**src/hw/din_func_pkg.sv**
```systemverilog
// Package for the terminal-block input function decoder.
// Assumes a single 200 MHz clock domain and synchronous inputs.
package din_func_pkg;
   localparam int unsigned NUM_IN        = 6;
   localparam int unsigned SEL_W         = 5;
   localparam int unsigned POT_W         = 16;
   localparam int unsigned RATE_W        = 16;
   localparam int unsigned LVL_W         = 12;
   localparam int unsigned MODE_W        = 3;
   localparam int unsigned SRC_W         = 4;
   // Input function codes for each physical input's selector
   localparam logic [4:0] FN_UNUSED      = 5'h00;
   localparam logic [4:0] FN_ACC_DEC2    = 5'h01;
   localparam logic [4:0] FN_POT_UP      = 5'h02;
   localparam logic [4:0] FN_POT_DOWN    = 5'h03;
   localparam logic [4:0] FN_STOP_B      = 5'h04;
   localparam logic [4:0] FN_BUSREG_B    = 5'h05;
   localparam logic [4:0] FN_LOOP_RUN    = 5'h06;
   localparam logic [4:0] FN_INT_FREEZE  = 5'h07;
   localparam logic [4:0] FN_INT_ZERO    = 5'h08;
   localparam logic [4:0] FN_AUX_FAULT   = 5'h09;
   localparam logic [4:0] FN_LOCAL       = 5'h0A;
   localparam logic [4:0] FN_CLR_FAULT   = 5'h0B;
   localparam logic [4:0] FN_ENABLE      = 5'h0C;
   localparam logic [4:0] FN_LINK_ONLY   = 5'h0D;
   localparam logic [4:0] FN_PL_LEVEL    = 5'h0E;
   localparam logic [4:0] FN_PRECHARGE   = 5'h0F;
   localparam logic [4:0] FN_STOP_CLR    = 5'h10;
   // Reference source code meaning "motor pot"
   localparam logic [3:0] SRC_POT        = 4'h1;
   // Terminal block bit position in the owner masks
   localparam int unsigned TB_BIT        = 1;
   localparam int unsigned MASK_W        = 8;
   // Pot ramp: rate is 1 Hz/s, setpoint is 0.01 Hz; one step per 10 ms
   localparam int unsigned STEP_MS       = 10;
   localparam int unsigned CLK_MHZ       = 200;
   localparam int unsigned STEP_CYC      = STEP_MS * CLK_MHZ * 1000;
   localparam logic [POT_W-1:0] POT_MAX  = 16'hFFFF;
   // Internal power-loss level: 82 percent of nominal, in percent units
   localparam logic [LVL_W-1:0] PL_INTERNAL = 12'h052;
   localparam logic [POT_W-1:0] POT_RST  = 16'h0000;
endpackage

```
**src/hw/pot_ramp.sv**
```systemverilog
// Motor pot setpoint ramp with retained value.
// Assumes the nonvolatile store restores nv_value before rst_n releases.
`timescale 1ns/10ps
module pot_ramp
   import din_func_pkg::*;
(
   // Clock and reset
   input  wire logic                  clk,
   input  wire logic                  rst_n,
   // Control
   input  wire logic                  step_en,
   input  wire logic                  up,
   input  wire logic                  down,
   input  wire logic [RATE_W-1:0]     pot_ramp_rate,
   // Retained value
   input  wire logic [POT_W-1:0]      nv_value,
   input  wire logic                  nv_load,
   output logic      [POT_W-1:0]      motor_pot_setpoint
);
   typedef struct packed {
      logic [POT_W-1:0] val;
   } pot_state_t;

   pot_state_t st_ff;
   pot_state_t nxt_st;
   logic [POT_W:0] sum;

   always_comb begin
      nxt_st = st_ff;
      sum    = '0;
      if (nv_load) begin
         nxt_st.val = nv_value;
      end else if (step_en && up && !down) begin
         sum = {1'b0, st_ff.val} + {1'b0, pot_ramp_rate};
         nxt_st.val = sum[POT_W] ? POT_MAX : sum[POT_W-1:0];
      end else if (step_en && down && !up) begin
         nxt_st.val = (st_ff.val > pot_ramp_rate) ? st_ff.val - pot_ramp_rate : '0;
      end
      // Both closed: value unchanged
   end

   always_ff @(posedge clk) begin
      if (!rst_n) st_ff <= '{val: POT_RST};
      else        st_ff <= nxt_st;
   end

   assign motor_pot_setpoint = st_ff.val;
endmodule

```
**src/hw/din_func.sv**
```systemverilog
// Terminal-block digital input function decoder for a drive control core.
// Assumes inputs already debounced and synchronous to clk.
// What this block does
// - Rate input picks time set 1 or 2
// - Rate select needs accel and logic masks
// - Up input raises pot at ramp rate
// - Down input lowers pot at ramp rate
// - Both up and down hold pot
// - Pot setpoint kept in nonvolatile storage
// - Pot inputs need pot and logic masks
// - Pot is reference only if selected
// - Stop mode B when input closed
// - Bus regulation B when input closed
// - PI loop runs while enable closed
// - Freeze input holds integrator
// - Zero input clears integrator
// - Assigned aux fault open trips always
// - Local gives terminal exclusive control, stops honoured
// - Local control granted only when stopped
// - Local ownership needs free owner, masks
// - Clear input rising edge resets fault
// - Dedicated clear wins; needs fault masks
// - All enables closed to run, else coast
// - Output link follows input unless unused
// - Level input picks parameter power-loss level
// - Precharge open: relay open, coast stop
`timescale 1ns/10ps
module din_func
   import din_func_pkg::*;
(
   // Clock and reset
   input  wire logic                                  clk,
   input  wire logic                                  rst_n,
   // Terminal inputs and their function selectors
   input  wire logic [din_func_pkg::NUM_IN-1:0]       din,
   input  wire logic [din_func_pkg::SEL_W-1:0]        din_sel [din_func_pkg::NUM_IN],
   // Output link selectors: bit n set means output follows input n
   input  wire logic [din_func_pkg::NUM_IN-1:0]       dout_link_sel [2],
   // Owner masks
   input  wire logic [din_func_pkg::MASK_W-1:0]       logic_mask,
   input  wire logic [din_func_pkg::MASK_W-1:0]       accel_mask,
   input  wire logic [din_func_pkg::MASK_W-1:0]       pot_owner_mask,
   input  wire logic [din_func_pkg::MASK_W-1:0]       local_mask,
   input  wire logic [din_func_pkg::MASK_W-1:0]       fault_mask,
   input  wire logic                                  other_local_owner,
   // Parameters from the control core
   input  wire logic [din_func_pkg::RATE_W-1:0]       pot_ramp_rate,
   input  wire logic [din_func_pkg::RATE_W-1:0]       accel_time1,
   input  wire logic [din_func_pkg::RATE_W-1:0]       accel_time2,
   input  wire logic [din_func_pkg::RATE_W-1:0]       decel_time1,
   input  wire logic [din_func_pkg::RATE_W-1:0]       decel_time2,
   input  wire logic [din_func_pkg::SRC_W-1:0]        ref_a_src,
   input  wire logic [din_func_pkg::SRC_W-1:0]        ref_b_src,
   input  wire logic [din_func_pkg::MODE_W-1:0]       stop_mode_a,
   input  wire logic [din_func_pkg::MODE_W-1:0]       stop_mode_b,
   input  wire logic [din_func_pkg::MODE_W-1:0]       busreg_mode_a,
   input  wire logic [din_func_pkg::MODE_W-1:0]       busreg_mode_b,
   input  wire logic [din_func_pkg::LVL_W-1:0]        pl_level_param,
   // Drive state
   input  wire logic                                  drive_running,
   input  wire logic                                  fault_active,
   input  wire logic                                  any_stop_req,
   input  wire logic [din_func_pkg::POT_W-1:0]        nv_pot_value,
   input  wire logic                                  nv_pot_load,
   // Rate and reference outputs
   output logic                                       tb_rate_owner,
   output logic [din_func_pkg::RATE_W-1:0]            accel_time,
   output logic [din_func_pkg::RATE_W-1:0]            decel_time,
   output logic [din_func_pkg::POT_W-1:0]             motor_pot_setpoint,
   output logic                                       pot_is_ref,
   // Mode outputs
   output logic [din_func_pkg::MODE_W-1:0]            stop_mode,
   output logic [din_func_pkg::MODE_W-1:0]            busreg_mode,
   // Process loop controls
   output logic                                       loop_enable,
   output logic                                       integ_hold,
   output logic                                       integ_zero,
   // Fault, ownership and run control
   output logic                                       aux_fault_trip,
   output logic                                       fault_reset,
   output logic                                       tb_local_owner,
   output logic                                       network_lockout,
   output logic                                       stop_honoured,
   output logic                                       start_permit,
   output logic                                       coast_stop,
   output logic                                       not_enabled,
   // Power section
   output logic [din_func_pkg::LVL_W-1:0]             pl_level,
   output logic                                       precharge_relay_open,
   output logic                                       precharge_state,
   // Pass-through outputs
   output logic [1:0]                                 dout_link
);
   import din_func_pkg::*;

   typedef struct packed {
      logic [31:0]         step_cnt;
      logic                step_en;
      logic                clr_prev;
      logic                tb_rate_owner;
      logic [RATE_W-1:0]   accel_time;
      logic [RATE_W-1:0]   decel_time;
      logic                pot_is_ref;
      logic [MODE_W-1:0]   stop_mode;
      logic [MODE_W-1:0]   busreg_mode;
      logic                loop_enable;
      logic                integ_hold;
      logic                integ_zero;
      logic                aux_fault_trip;
      logic                fault_reset;
      logic                tb_local_owner;
      logic                network_lockout;
      logic                stop_honoured;
      logic                start_permit;
      logic                coast_stop;
      logic                not_enabled;
      logic [LVL_W-1:0]    pl_level;
      logic                precharge_relay_open;
      logic                precharge_state;
      logic [1:0]          dout_link;
   } din_state_t;

   din_state_t st_ff;
   din_state_t nxt_st;

   // Assigned inputs for a function, as a bit mask over the inputs
   function automatic logic [NUM_IN-1:0] fn_map(input logic [4:0] fn);
      logic [NUM_IN-1:0] m;
      m = '0;
      for (int i = 0; i < NUM_IN; i++) m[i] = (din_sel[i] == fn);
      return m;
   endfunction

   function automatic logic tb_ok(input logic [MASK_W-1:0] m);
      return m[TB_BIT] && logic_mask[TB_BIT];
   endfunction

   logic [NUM_IN-1:0] m_acc, m_up, m_dn, m_stp, m_bus, m_run, m_frz, m_zro;
   logic [NUM_IN-1:0] m_aux, m_loc, m_clr, m_ena, m_pl, m_pre, m_sclr, m_unused;
   logic              pot_en;
   logic              clr_now;

   always_comb begin
      m_acc    = fn_map(FN_ACC_DEC2);
      m_up     = fn_map(FN_POT_UP);
      m_dn     = fn_map(FN_POT_DOWN);
      m_stp    = fn_map(FN_STOP_B);
      m_bus    = fn_map(FN_BUSREG_B);
      m_run    = fn_map(FN_LOOP_RUN);
      m_frz    = fn_map(FN_INT_FREEZE);
      m_zro    = fn_map(FN_INT_ZERO);
      m_aux    = fn_map(FN_AUX_FAULT);
      m_loc    = fn_map(FN_LOCAL);
      m_clr    = fn_map(FN_CLR_FAULT);
      m_ena    = fn_map(FN_ENABLE);
      m_pl     = fn_map(FN_PL_LEVEL);
      m_pre    = fn_map(FN_PRECHARGE);
      m_sclr   = fn_map(FN_STOP_CLR);
      m_unused = fn_map(FN_UNUSED);
   end

   assign pot_en = tb_ok(pot_owner_mask);

   pot_ramp u_pot (
      .clk                (clk),
      .rst_n              (rst_n),
      .step_en            (st_ff.step_en),
      .up                 (pot_en && |(din & m_up)),
      .down               (pot_en && |(din & m_dn)),
      .pot_ramp_rate      (pot_ramp_rate),
      .nv_value           (nv_pot_value),
      .nv_load            (nv_pot_load),
      .motor_pot_setpoint (motor_pot_setpoint)
   );

   always_comb begin
      nxt_st = st_ff;
      // Ramp tick divider: one step per fixed interval keeps rate in Hz/s
      if (st_ff.step_cnt == 32'(STEP_CYC - 1)) begin
         nxt_st.step_cnt = '0;
         nxt_st.step_en  = 1'b1;
      end else begin
         nxt_st.step_cnt = st_ff.step_cnt + 32'h0000_0001;
         nxt_st.step_en  = 1'b0;
      end

      nxt_st.tb_rate_owner = tb_ok(accel_mask) && (|m_acc);
      if (nxt_st.tb_rate_owner && |(din & m_acc)) begin
         nxt_st.accel_time = accel_time2;
         nxt_st.decel_time = decel_time2;
      end else begin
         nxt_st.accel_time = accel_time1;
         nxt_st.decel_time = decel_time1;
      end

      nxt_st.pot_is_ref  = (ref_a_src == SRC_POT) || (ref_b_src == SRC_POT);
      nxt_st.stop_mode   = |(din & m_stp) ? stop_mode_b : stop_mode_a;
      nxt_st.busreg_mode = |(din & m_bus) ? busreg_mode_b : busreg_mode_a;
      nxt_st.loop_enable = |(din & m_run);
      nxt_st.integ_hold  = |(din & m_frz);
      nxt_st.integ_zero  = |(din & m_zro);

      // Open assigned contact trips; no mask or owner gates it
      nxt_st.aux_fault_trip = |(~din & m_aux);

      // Ownership taken only while stopped and not held elsewhere
      if (!(|(din & m_loc)) || !tb_ok(local_mask)) begin
         nxt_st.tb_local_owner = 1'b0;
      end else if (!st_ff.tb_local_owner && !other_local_owner && !drive_running) begin
         nxt_st.tb_local_owner = 1'b1;
      end
      nxt_st.network_lockout = nxt_st.tb_local_owner;
      nxt_st.stop_honoured   = any_stop_req;

      // Edge on dedicated clear; combined input only when no dedicated one
      clr_now = (|m_clr) ? |(din & m_clr) : |(din & m_sclr);
      nxt_st.clr_prev    = clr_now;
      nxt_st.fault_reset = clr_now && !st_ff.clr_prev && fault_active
                           && tb_ok(fault_mask);

      // Every assigned enable and precharge contact must be closed
      nxt_st.start_permit = ((din & m_ena) == m_ena) && ((din & m_pre) == m_pre);
      nxt_st.not_enabled  = (din & m_ena) != m_ena;
      nxt_st.precharge_relay_open = (din & m_pre) != m_pre;
      nxt_st.precharge_state      = nxt_st.precharge_relay_open;
      nxt_st.coast_stop = drive_running && (nxt_st.not_enabled
                          || nxt_st.precharge_relay_open);

      nxt_st.pl_level = |(din & m_pl) ? pl_level_param : PL_INTERNAL;

      for (int k = 0; k < 2; k++) begin
         nxt_st.dout_link[k] = |(din & ~m_unused & dout_link_sel[k]);
      end
   end

   always_ff @(posedge clk) begin
      if (!rst_n) begin
         st_ff <= '0;
         st_ff.pl_level <= PL_INTERNAL;
      end else begin
         st_ff <= nxt_st;
      end
   end

   assign tb_rate_owner        = st_ff.tb_rate_owner;
   assign accel_time           = st_ff.accel_time;
   assign decel_time           = st_ff.decel_time;
   assign pot_is_ref           = st_ff.pot_is_ref;
   assign stop_mode            = st_ff.stop_mode;
   assign busreg_mode          = st_ff.busreg_mode;
   assign loop_enable          = st_ff.loop_enable;
   assign integ_hold           = st_ff.integ_hold;
   assign integ_zero           = st_ff.integ_zero;
   assign aux_fault_trip       = st_ff.aux_fault_trip;
   assign fault_reset          = st_ff.fault_reset;
   assign tb_local_owner       = st_ff.tb_local_owner;
   assign network_lockout      = st_ff.network_lockout;
   assign stop_honoured        = st_ff.stop_honoured;
   assign start_permit         = st_ff.start_permit;
   assign coast_stop           = st_ff.coast_stop;
   assign not_enabled          = st_ff.not_enabled;
   assign pl_level             = st_ff.pl_level;
   assign precharge_relay_open = st_ff.precharge_relay_open;
   assign precharge_state      = st_ff.precharge_state;
   assign dout_link            = st_ff.dout_link;
endmodule

```
**config.mk**
```make
export PLATFORM = sky130hd
export DESIGN_NAME = din_func
export DESIGN_NICKNAME = d
export VERILOG_FILES = /design/src/hw/din_func_pkg.sv /design/src/hw/pot_ramp.sv /design/src/hw/din_func.sv
export SDC_FILE = /design/constraint.sdc
export NUM_CORES = 1
export LEC_CHECK = 0
export BUFFER_PORTS_ARGS = -buffer_cell sky130_fd_sc_hd__clkbuf_2
export CAP_MARGIN = 20
export CORE_UTILIZATION = 54
export DETAILED_ROUTE_END_ITERATION = 12
export GPL_TIMING_DRIVEN = 0
export PLACE_DENSITY = 0.87
export SLEW_MARGIN = 15
export SYNTH_ARGS = -nofsm -noshare
export SYNTH_HDL_FRONTEND = slang
export SYNTH_SLANG_ARGS = --single-unit
```
**constraint.sdc**
```tcl
create_clock -name clk -period 9.4 [get_ports clk]
set_input_delay 1.41 -clock clk [delete_from_list [all_inputs] [get_ports clk]]
set_output_delay 1.41 -clock clk [all_outputs]
set_load 0.01 [all_outputs]
```
==> results of run 1 <==
[layout by cell type (no fill, tap or decap), drive strengths merged, types with 23 or more instances in the layout]
cell type    n
nand3       39
ha          33
a21oi       40
dfxtp      115
nand4       23
buf         64
nor3        38
inv         48
nor2       130
nand2       51
mux2i       40
clkbuf     316
o21ai       33
[metal layers]
metal | wire length [um] | up-vias
met3 | 1910 | 78
met5 | 0 | -
met4 | 913 | 0
met2 | 13000 | 473
li1 | - | 4028
met1 | 10700 | 3923
[worst paths after layout]
kind,end,slack [ns],cells past startpoint
worst max register to register,u_pot.motor_pot_setpoint[3],5.86,10
worst min-delay path,st_ff[69],0.49,1
worst min register to register,st_ff[69],0.49,1
worst max-delay path,u_pot.motor_pot_setpoint[3],5.08,11
[power breakdown]
| group | total [uW] | internal, uW | switching [uW] |
|---|---|---|---|
| Clock | 676 | 427 | 249 |
| Sequential | 517 | 506 | 11.3 |
| Combinational | 264 | 111 | 153 |
[sequential cells by signal (all words and copies together), names as in the netlist]
register                  cells
accel_time                   16
aux_fault_trip                1
busreg_mode                   3
coast_stop                    1
decel_time                   16
dout_link                     2
fault_reset                   1
integ_hold                    1
integ_zero                    1
loop_enable                   1
network_lockout               1
not_enabled                   1
pl_level                     12
pot_is_ref                    1
precharge_state               1
st_ff                        34
start_permit                  1
stop_honoured                 1
stop_mode                     3
tb_rate_owner                 1
u_pot.motor_pot_setpoint     16
[through the flow]
stage / worst slack, ns / hold WS (ns)
2_1_floorplan: 5.43 / 0.442
3_3_place_gp: 4.53 / 0.467
3_5_place_dp: 4.73 / 0.479
4_1_cts: 5.13 / 0.492
5_1_grt: 4.88 / 0.521
6_report: 5.08 / 0.487
[cell usage after synthesis, drive strengths merged (7+ instances only)]
cell    number  area, um^2
o21ai       33         165
nor2       130         488
o31ai        7        66.3
nor2b       13        81.3
xor2        16         140
nor3        38         190
nand2       51         191
nand2b      20         125
or2          7        43.8
o211ai       8        60.1
dfxtp      115        2300
o22ai        8        50.1
a31oi       16         100
nand3       39         195
inv         44         165
mux2i       40         400
a21o        10        75.1
buf         63         450
ha          33         413
or3         16         100
nor4        15        93.8
xnor2       13         114
a21oi       40         200
clkbuf      39         146
and2        15        93.8
and3        14        87.6
nand4       23         144
[logic make-up after synthesis]
logic type | Yosys count
muxes | 40
AOI/OAI and AO/OA | 198
DFF | 115
buffers and inverters | 146
xor gates and xnor gates | 29
and+or+nand+nor | 413
adders and majority gates | 35
[layout make-up]
type	count	area, um^2
timing repair buffer	260	1300
inverter	44	165
tap	180	225
sequential	115	2300
clock inverter	14	176
buffer	102	597
clock buffer	18	439
fill	1144	4060
multi-input combinational	715	4610
[worst max-delay path: cells and delay by family]
family | cells | cell delay (ns)
and+or+nand+nor | 1 | 0.17
AOI/OAI and AO/OA | 7 | 2.25
adders and majority gates | 2 | 0.65
buffers and inverters | 1 | 0.10
==> metrics.md, run 1 <==
| Metric | Value |
|---|---|
| Status | finished, final reports clean |
| Core area | 0.0139 mm^2 |
| Post-synth net total | 1234 |
| XOR/XNOR Fraction of Synth Area | 0.0331 |
| Antenna diode count | 0 |
| Final Setup Violations | 0 |
| CTS tree | done |
| Root buf cell | clkbuf_16 |
| Syn Inst Count | 976 |
| Vias in the first global route | 8035 |
| Min-delay src | st_ff[69] |
| Full die area | 0.0147 mm^2 |
| First-pass GRT wire length | 40300 um |
| Die X | 121 um |
| Longest Clk Path Bufs | 2 |
| Worst setup SP type | primary input |
| Overall routing resource usage | 0.358 |
| TNS Setup | 0 ns |
| HPWL after DPL | 20500 um |
| EDFF count, synth | 0 |
| Largest family of logic cells by synthesized area | simple AND/OR/NAND/NOR gates |
| CP Data Required Time | 9.67 ns |
| CTS Buf Count | 17 |
| Crit-path cells | clkbuf_2, ha_1, fa_1, nor2b_1, o211ai_1, a32oi_1, a211oi_1, o21ai_0, o211a_1, a31oi_1, o22ai_1 |
| Initial DRT Pass Iterations | 5 |
| Share of layout cells above drive strength 1 | 0.288 |
| Syn. warnings | 0 |
| Pwr Density | 149 mW/mm^2 |
| Largest net degree at the start of global routing | 17 |
| CP arrival | 4.58 ns |
| Total power | 1460 uW |
| Post-synthesis adder-cell area fraction | 0.0590 |
| Register area share after synthesis | 0.300 |
| Final instance area | 0.00982 mm^2 |
| Gpl congestion | 1.00 |
| Met2 Track Usage GR | 0.624 |
| Initial DRC Count | 952 |
| Busiest grt layer | met2 |
| Met3 usage in global routing | 0.0695 |
| Crit Path Max Fanout | 5 |
| GRT overflow | 0 |
| Maxcap violations | 0 |
| Post-Route WL | 26400 um |
| Primary FF master, synth | dfxtp_1 |
| Port bufs | 259 |
| CP Capture Type | register |
| LEAKAGE | 0.00471 uW |
| Placed cells | 1416 |
| Row cnt | 43 |
| Slowest CP cell | a211oi_1 |
| Post-synth design cell area | 0.00767 mm^2 |
| Post-layout util | 0.707 |
| Max incr delay on CP | 0.77 ns |
| DR DRC count | 0 |
| Slew @ Worst Pin | 0.905 ns |
| Nets@finish | 1513 |
| Wire per inst | 18.3 um |
| CTS resizes | 0 |
| Via-per-instance ratio | 5.87 |
| Simple-gate share of the synthesized area | 0.276 |
| Mean Syn Cell Area | 7.86 um^2 |
| Tmin final | 4.32 ns |
| DRT antenna net count | 0 |
| H-tree levels | 4 |
| Placed inst area | 0.00920 mm^2 |
| Die H | 121 um |
| VDD IR max | 0.000156 V |
| Routed via count | 8502 |
| Area grow syn2layout | 27.9% |
| Unique cell type count in the Yosys netlist | 74 |
| Flop and latch count out of synthesis | 115 |
| Post-synthesis mux area share | 0.0522 |
| Initial core utilization | 0.553 |
| Non-Filler Instances | 1448 |
| Compound-cell area share of the yosys netlist | 0.181 |
| Setup Skew | 0.00974 ns |
| Clock Pin Slew Worst Setup and Hold Paths | 0.06 ns |
| RSZ-0062 raised after global routing | false |
| Max-slew headroom | 0.389 |
| Share of flip-flops with an asynchronous set or reset | 0 |
| Critical path class | primary input to register |
| Min-Delay Path Class | register to register |
| Crit path launch | pot_ramp_rate[0] |
| Final hold violations | 0 |
| Met1 Use GR | 0.424 |
| Slew Limit Fails | 0 |
| Clock Latency Late Sink | 0.42 ns |
| Postcts setup bufs | 0 |
| Worst r2r src | u_pot.motor_pot_setpoint[0] |
| F_max | 232 MHz |
| Hold-fix buffers, CTS | 0 |
| Boundary Pins | 306 |
| Period utilisation layout | 0.459 |
| CTS Sinks | 115 |
| Initial antenna violation count | 0 |
No activity file was read; power rests on OpenSTA's default activity.
==> inputs of run 2 (changes only) <==
CORE_UTILIZATION = 50   (was 54)
PLACE_DENSITY = 0.81   (was 0.87)
clock period = 4 ns   (was 9.4 ns; I/O delays follow)
==> run 2 against run 1 <==
Effect of this change:
- flip-flop and latch count unchanged
- setup slack got worse by 4.8 ns
- count of clock-buffer cells in the layout increased by 4
- wire length decreased by 2.2%
- non-clock buffer count decreased by 1
- total power increased by 130%
- via count decreased by 1.4%
- register-to-register slack got worse by 5.6 ns
- core utilization decreased by 4.3 points
- critical path type is now register to register
- highest routed layer unchanged
- die area increased by 7.9%
- final area decreased by 0.15%
==> metrics.md, run 2 (synthesis results as in run 1) <==
| Metric | Value |
|---|---|
| Largest net degree at the start of global routing | 17 (unchanged) |
| Place WS | -0.258 ns (-4.99 ns) |
| Pwr Density | 342 mW/mm^2 (+130%) |
| Worst Slack Setup Final | 0.302 ns (-4.78 ns) |
| Antenna diode count | 0 (unchanged) |
| Min-Delay Path Class | primary input to register |
| Total power | 3360 uW (+130%) |
| Max-slew headroom | 0.303 (-0.0860) |
| Port bufs | 259 (unchanged) |
| Flop pwr share | 0.362 (+0.007) |
| Status | finished, final reports clean |
| CP Capture Type | register |
| HPWL after DPL | 20200 um (-1.8%) |
| Die H | 126 um (+3.9%) |
| Hold-fix buffers, CTS | 0 (unchanged) |
| Crit path launch | u_pot.motor_pot_setpoint[0] |
| Most common cell after layout, fill and taps aside | clkbuf_2 |
| Initial core utilization | 0.520 (-0.0327) |
| Slew @ Worst Pin | 1.03 ns (+0.127 ns) |
| DR DRC count | 0 (unchanged) |
| First-pass GRT wire length | 40000 um (-0.75%) |
| Area grow syn2layout | 27.8% |
| Boundary Pins | 306 (unchanged) |
| Min-delay src | pl_level_param[4] |
| Worst path buffer plus inverter count | 0 (-1) |
| Most frequent cells in the layout | clkbuf_2 (259), nor2_1 (130), dfxtp_1 (115) |
| CTS tree | done |
| Gpl congestion | 1.00 (-0.18%) |
| Clock Pin Slew Worst Setup and Hold Paths | 0.05 ns (about the same) |
| Slew Limit Fails | 0 (unchanged) |
| Critical path class | register to register |
| Longest Clk Path Bufs | 2 (unchanged) |
| Worst setup SP type | register |
| RSZ-0062 raised after global routing | false |
| Nets@finish | 1512 (-0.066%) |
| Final hold violations | 0 (unchanged) |
| Setup Skew | 0.0132 ns (+0.00350 ns) |
| Max incr delay on CP | 0.70 ns (-0.07 ns) |
| Net Sw Power | 932 uW (+130%) |
| H-tree levels | 4 (unchanged) |
| Die X | 126 um (+3.9%) |
| Largest register FFs | 34 (unchanged) |
| CP Data Required Time | 4.27 ns (-5.40 ns) |
| Top reg by flops | st_ff |
| GRT overflow | 0 (unchanged) |
| CP arrival | 3.97 ns (-0.61 ns) |
| Pint | 2430 uW (+130%) |
| Crit Path Max Fanout | 5 (unchanged) |
| Wire per inst | 17.8 um (-2.3%) |
| Crit-path cells | ha_1, fa_1, nor2b_1, o211ai_1, a32oi_1, a211oi_2, o31ai_4, or2_1, a2111oi_0, nor3_1 |
| Net Sw Frac | 0.278 (-0.00639) |
| Final Setup Violations | 0 (unchanged) |
| Post-Route WL | 25800 um (-2.2%) |
| Worst r2r src | u_pot.motor_pot_setpoint[0] |
| Slowest CP cell | a2111oi_0 |
| Share of layout cells above drive strength 1 | 0.286 (-0.00169) |
| Period utilisation layout | 0.924 |
| Vias in the first global route | 7849 (-2.3%) |
| LEAKAGE | 0.00470 uW (-0.26%) |
| Full die area | 0.0158 mm^2 (+7.9%) |
| Clock power frac | 0.454 (-0.010) |
| Overall routing resource usage | 0.322 (-0.0368) |
| Clock Latency Late Sink | 0.42 ns (about the same) |
| Tmin final | 3.70 ns |
| Routed via count | 8384 (-1.4%) |
| Comb pwr share | 0.184 (+0.003) |
| CTS Sinks | 115 (unchanged) |
| CTS Buf Count | 17 (unchanged) |
| Via-per-instance ratio | 5.79 (-1.5%) |
| VDD IR max | 0.000323 V (+110%) |
| F_max | 270 MHz |
| Core area | 0.0148 mm^2 (+6.3%) |
| Root buf cell | clkbuf_16 |
| Initial antenna violation count | 0 (unchanged) |
| Initial DRC Count | 865 (-9.1%) |
| DRT antenna net count | 0 (unchanged) |
| Delay-heaviest family, CP | compound AO/OA/AOI/OAI gates |
| Row cnt | 44 (+2.3%) |
| Maxcap violations | 0 (unchanged) |
| Initial DRT Pass Iterations | 6 (+1) |
==> run 2: repair_timing <==
item / 4_1_cts / 5_1_grt
setup endpoints to repair: 0 / 1
resized for setup: 0 / 2
buffers inserted: 0 / 0
hold endpoints to repair: 0 / 0
==> run 2: path summary, 6_finish.rpt <==
kind / to / cells past startpoint / slack (ns)
max: u_pot.motor_pot_setpoint[14] / 10 / 0.30
min: pl_level[4] / 2 / 0.37
max reg2reg: u_pot.motor_pot_setpoint[14] / 10 / 0.30
min reg2reg: st_ff[69] / 1 / 0.48
==> run 2: layout make-up <==
class,instances,area [um^2]
plain buffers,102,597
clock buffers,22,484
clock inverters,8,103
fillers,1298,4950
inverters,44,165
multi-input cells,715,4630
flip-flops and latches,115,2300
well taps,184,230
repair buffers,259,1300
==> run 2: power groups by stage <==
stage	clock network (uW)	logic (uW)	registers (uW)
final	1520	619	1210
after global routing	1590	670	1220
after CTS	1540	605	1210
after detailed placement	0	601	1240
after global placement	0	596	1240
after floorplan	0	350	1240
==> run 2: layer usage <==
metal / track usage / vias up / routed length (um)
li1: - / 4023 / -
met1: 0.394 / 3873 / 10800
met2: 0.547 / 419 / 12300
met3: 0.0616 / 69 / 1870
met4: 0.143 / 0 / 900
met5: 0 / - / 0
==> run 2: through the flow <==
| step | setup TNS (ns) | area, um^2 | instances | hold slack (ns) | utilization |
|---|---|---|---|---|---|
| 5_1_grt | 0 | 9800 | 1449 | 0.367 | 0.664 |
| 4_1_cts | 0 | 9790 | 1449 | 0.364 | 0.663 |
| 3_3_place_gp | -0.172 | 9200 | 1419 | 0.467 | 0.624 |
| 2_1_floorplan | 0 | 7670 | 976 | 0.442 | - |
| 3_5_place_dp | -0.258 | 9200 | 1419 | 0.472 | 0.624 |
| 6_report | 0 | 9800 | 1449 | 0.368 | 0.664 |
==> inputs of run 3 (changes only) <==
PLACE_DENSITY = unset   (was 0.81)
PLACE_DENSITY_LB_ADDON = 0.15   (was unset)
==> run 3 against run 2 <==
Effect of this change:
- setup slack worse by 0.037 ns
- wire length is 2.1% lower
- clock power is 3% higher
- global-route usage is 0.097 points lower
- highest routed layer unchanged
==> metrics.md, run 3 (synthesis results as in run 1) <==
| Metric | Value |
|---|---|
| FF-to-FF setup slack | 0.27 ns (-0.04 ns) |
| RSZ-0062 raised after global routing | false |
| Flop pwr share | 0.359 (-0.003) |
| Comb pwr share | 0.181 (-0.003) |
| FILL cells | 1342 (+3.4%) |
| Largest net degree at the start of global routing | 17 (unchanged) |
| Maxcap violations | 0 (unchanged) |
| Initial antenna violation count | 0 (unchanged) |
| Net Sw Frac | 0.295 (+0.0175) |
| Period utilisation layout | 0.934 (+0.00914) |
| Most common cell after layout, fill and taps aside | clkbuf_2 |
| Crit Path Max Fanout | 5 (unchanged) |
| Antenna diode count | 0 (unchanged) |
| Longest Clk Path Bufs | 2 (unchanged) |
| Nets@finish | 1512 (unchanged) |
| Share of layout cells above drive strength 1 | 0.287 (+0.00113) |
| DRT antenna net count | 0 (unchanged) |
| CTS Sinks | 115 (unchanged) |
| CP arrival | 4.00 ns (+0.03 ns) |
| Register area | 0.00230 mm^2 (unchanged) |
| Row cnt | 44 (unchanged) |
| Port bufs | 259 (unchanged) |
| Slew @ Worst Pin | 1.11 ns (+0.0810 ns) |
| Wire per inst | 17.4 um (-2.2%) |
| Hold-fix buffers, CTS | 0 (unchanged) |
| Pint | 2380 uW (-1.7%) |
| First-pass GRT wire length | 40000 um (about the same) |
| Initial core utilization | 0.520 (unchanged) |
| Clock power frac | 0.460 (+0.006) |
| Overall routing resource usage | 0.321 (-0.000969) |
| Routed via count | 8329 (-0.66%) |
| CP Capture Type | register |
| Post-Route WL | 25300 um (-2.1%) |
| Max-slew headroom | 0.248 (-0.0547) |
| CTS tree | done |
| Final Setup Violations | 0 (unchanged) |
| Core area | 0.0148 mm^2 (unchanged) |
| Die H | 126 um (unchanged) |
| Boundary Pins | 306 (unchanged) |
| DR DRC count | 0 (unchanged) |
| Min-Delay Path Class | primary input to register |
| Largest register FFs | 34 (unchanged) |
| Gpl congestion | 1.01 (+0.60%) |
| Worst setup SP type | register |
| Final hold violations | 0 (unchanged) |
| CTS resizes | 0 (unchanged) |
| Net Sw Power | 998 uW (+7.0%) |
| Status | finished, final reports clean |
| LEAKAGE | 0.00469 uW (about the same) |
| Pwr Density | 345 mW/mm^2 (+0.77%) |
| CTS Buf Count | 17 (unchanged) |
| CP Data Required Time | 4.27 ns (about the same) |
| Initial DRC Count | 782 (-9.6%) |
| Area grow syn2layout | 27.7% (about the same) |
| Clock Latency Late Sink | 0.42 ns (about the same) |
| Via-per-instance ratio | 5.74 (-0.79%) |
| H-tree levels | 4 (unchanged) |
| Vias in the first global route | 7935 (+1.1%) |
| GRT overflow | 0 (unchanged) |
| Setup Skew | 0.00727 ns (-0.00598 ns) |
| Critical path class | register to register |
| Place WS | 0.0608 ns (+0.319 ns) |
| Worst Slack Setup Final | 0.266 ns (-0.0365 ns) |
| Most frequent cells in the layout | clkbuf_2 (259), nor2_1 (130), dfxtp_1 (115) |
| Full die area | 0.0158 mm^2 (unchanged) |
| Clock Pin Slew Worst Setup and Hold Paths | 0.06 ns (about the same) |
| Root buf cell | clkbuf_16 |
| Slew Limit Fails | 0 (unchanged) |
| VDD IR max | 0.000402 V (+24%) |
| Top reg by flops | st_ff |
| Footprint of the multi-input gates | 0.00461 mm^2 (-0.35%) |
| HPWL after DPL | 19800 um (-1.9%) |
| Tmin final | 3.73 ns (+0.0365 ns) |
| Initial DRT Pass Iterations | 6 (unchanged) |
| Postcts setup bufs | 0 (unchanged) |
| F_max | 268 MHz (-0.98%) |
| Die X | 126 um (unchanged) |
| TNS Setup | 0 ns (unchanged) |
[run 3: stage by stage]
stage          total power [uW]  std cells  hold WS, ns   util  instance area, um^2
2_1_floorplan              1590        976        0.442      -                 7670
4_1_cts                    3380       1451        0.370  0.664                 9800
6_report                   3380       1451        0.371  0.664                 9800
3_5_place_dp               1840       1419        0.471  0.624                 9200
3_3_place_gp               1830       1419        0.465  0.624                 9200
5_1_grt                    3510       1451        0.367  0.664                 9800
[run 3: final timing paths]
check,cells after the start,start,endpoint
worst max-delay path,10,u_pot.motor_pot_setpoint[0],u_pot.motor_pot_setpoint[3]
worst min register to register,1,st_ff[69],st_ff[69]
worst min-delay path,2,pl_level_param[6],pl_level[6]
worst max register to register,10,u_pot.motor_pot_setpoint[0],u_pot.motor_pot_setpoint[3]
[run 3: power by group through the flow]
| stage | registers (uW) | logic, uW | clock network [uW] |
|---|---|---|---|
| 2_1_floorplan | 1240 | 350 | 0 |
| 4_1_cts | 1210 | 604 | 1570 |
| 3_5_place_dp | 1240 | 600 | 0 |
| 5_1_grt | 1220 | 669 | 1630 |
| 3_3_place_gp | 1240 | 598 | 0 |
| 6_report | 1210 | 612 | 1560 |
[run 3: per-layer routing]
metal,part of all wire,global-route usage,vias to the layer above
li1,-,-,4026
met1,0.41,0.393,3833
met2,0.48,0.546,409
met3,0.083,0.0799,61
met4,0.026,0.111,0
met5,0,0,-
[run 3: cell type report]
cell class	instances	share of cell area
plain buffers	102	0.0609
clock buffers	17	0.0434
clock inverters	15	0.0175
inverters	44	0.0169
multi-input cells	715	0.470
flip-flops and latches	115	0.235
well taps	184	0.0235
repair buffers	259	0.132
[run 3: critical path, cell delays in order (launching register included)]
cell      delay, ns
dfxtp_1        0.36
ha_1           0.22
fa_1           0.42
nor2b_1        0.18
o211ai_1       0.26
a32oi_1        0.25
a211oi_1       0.87
o21ai_0        0.44
o211a_1        0.31
a31oi_1        0.18
o22ai_1        0.11
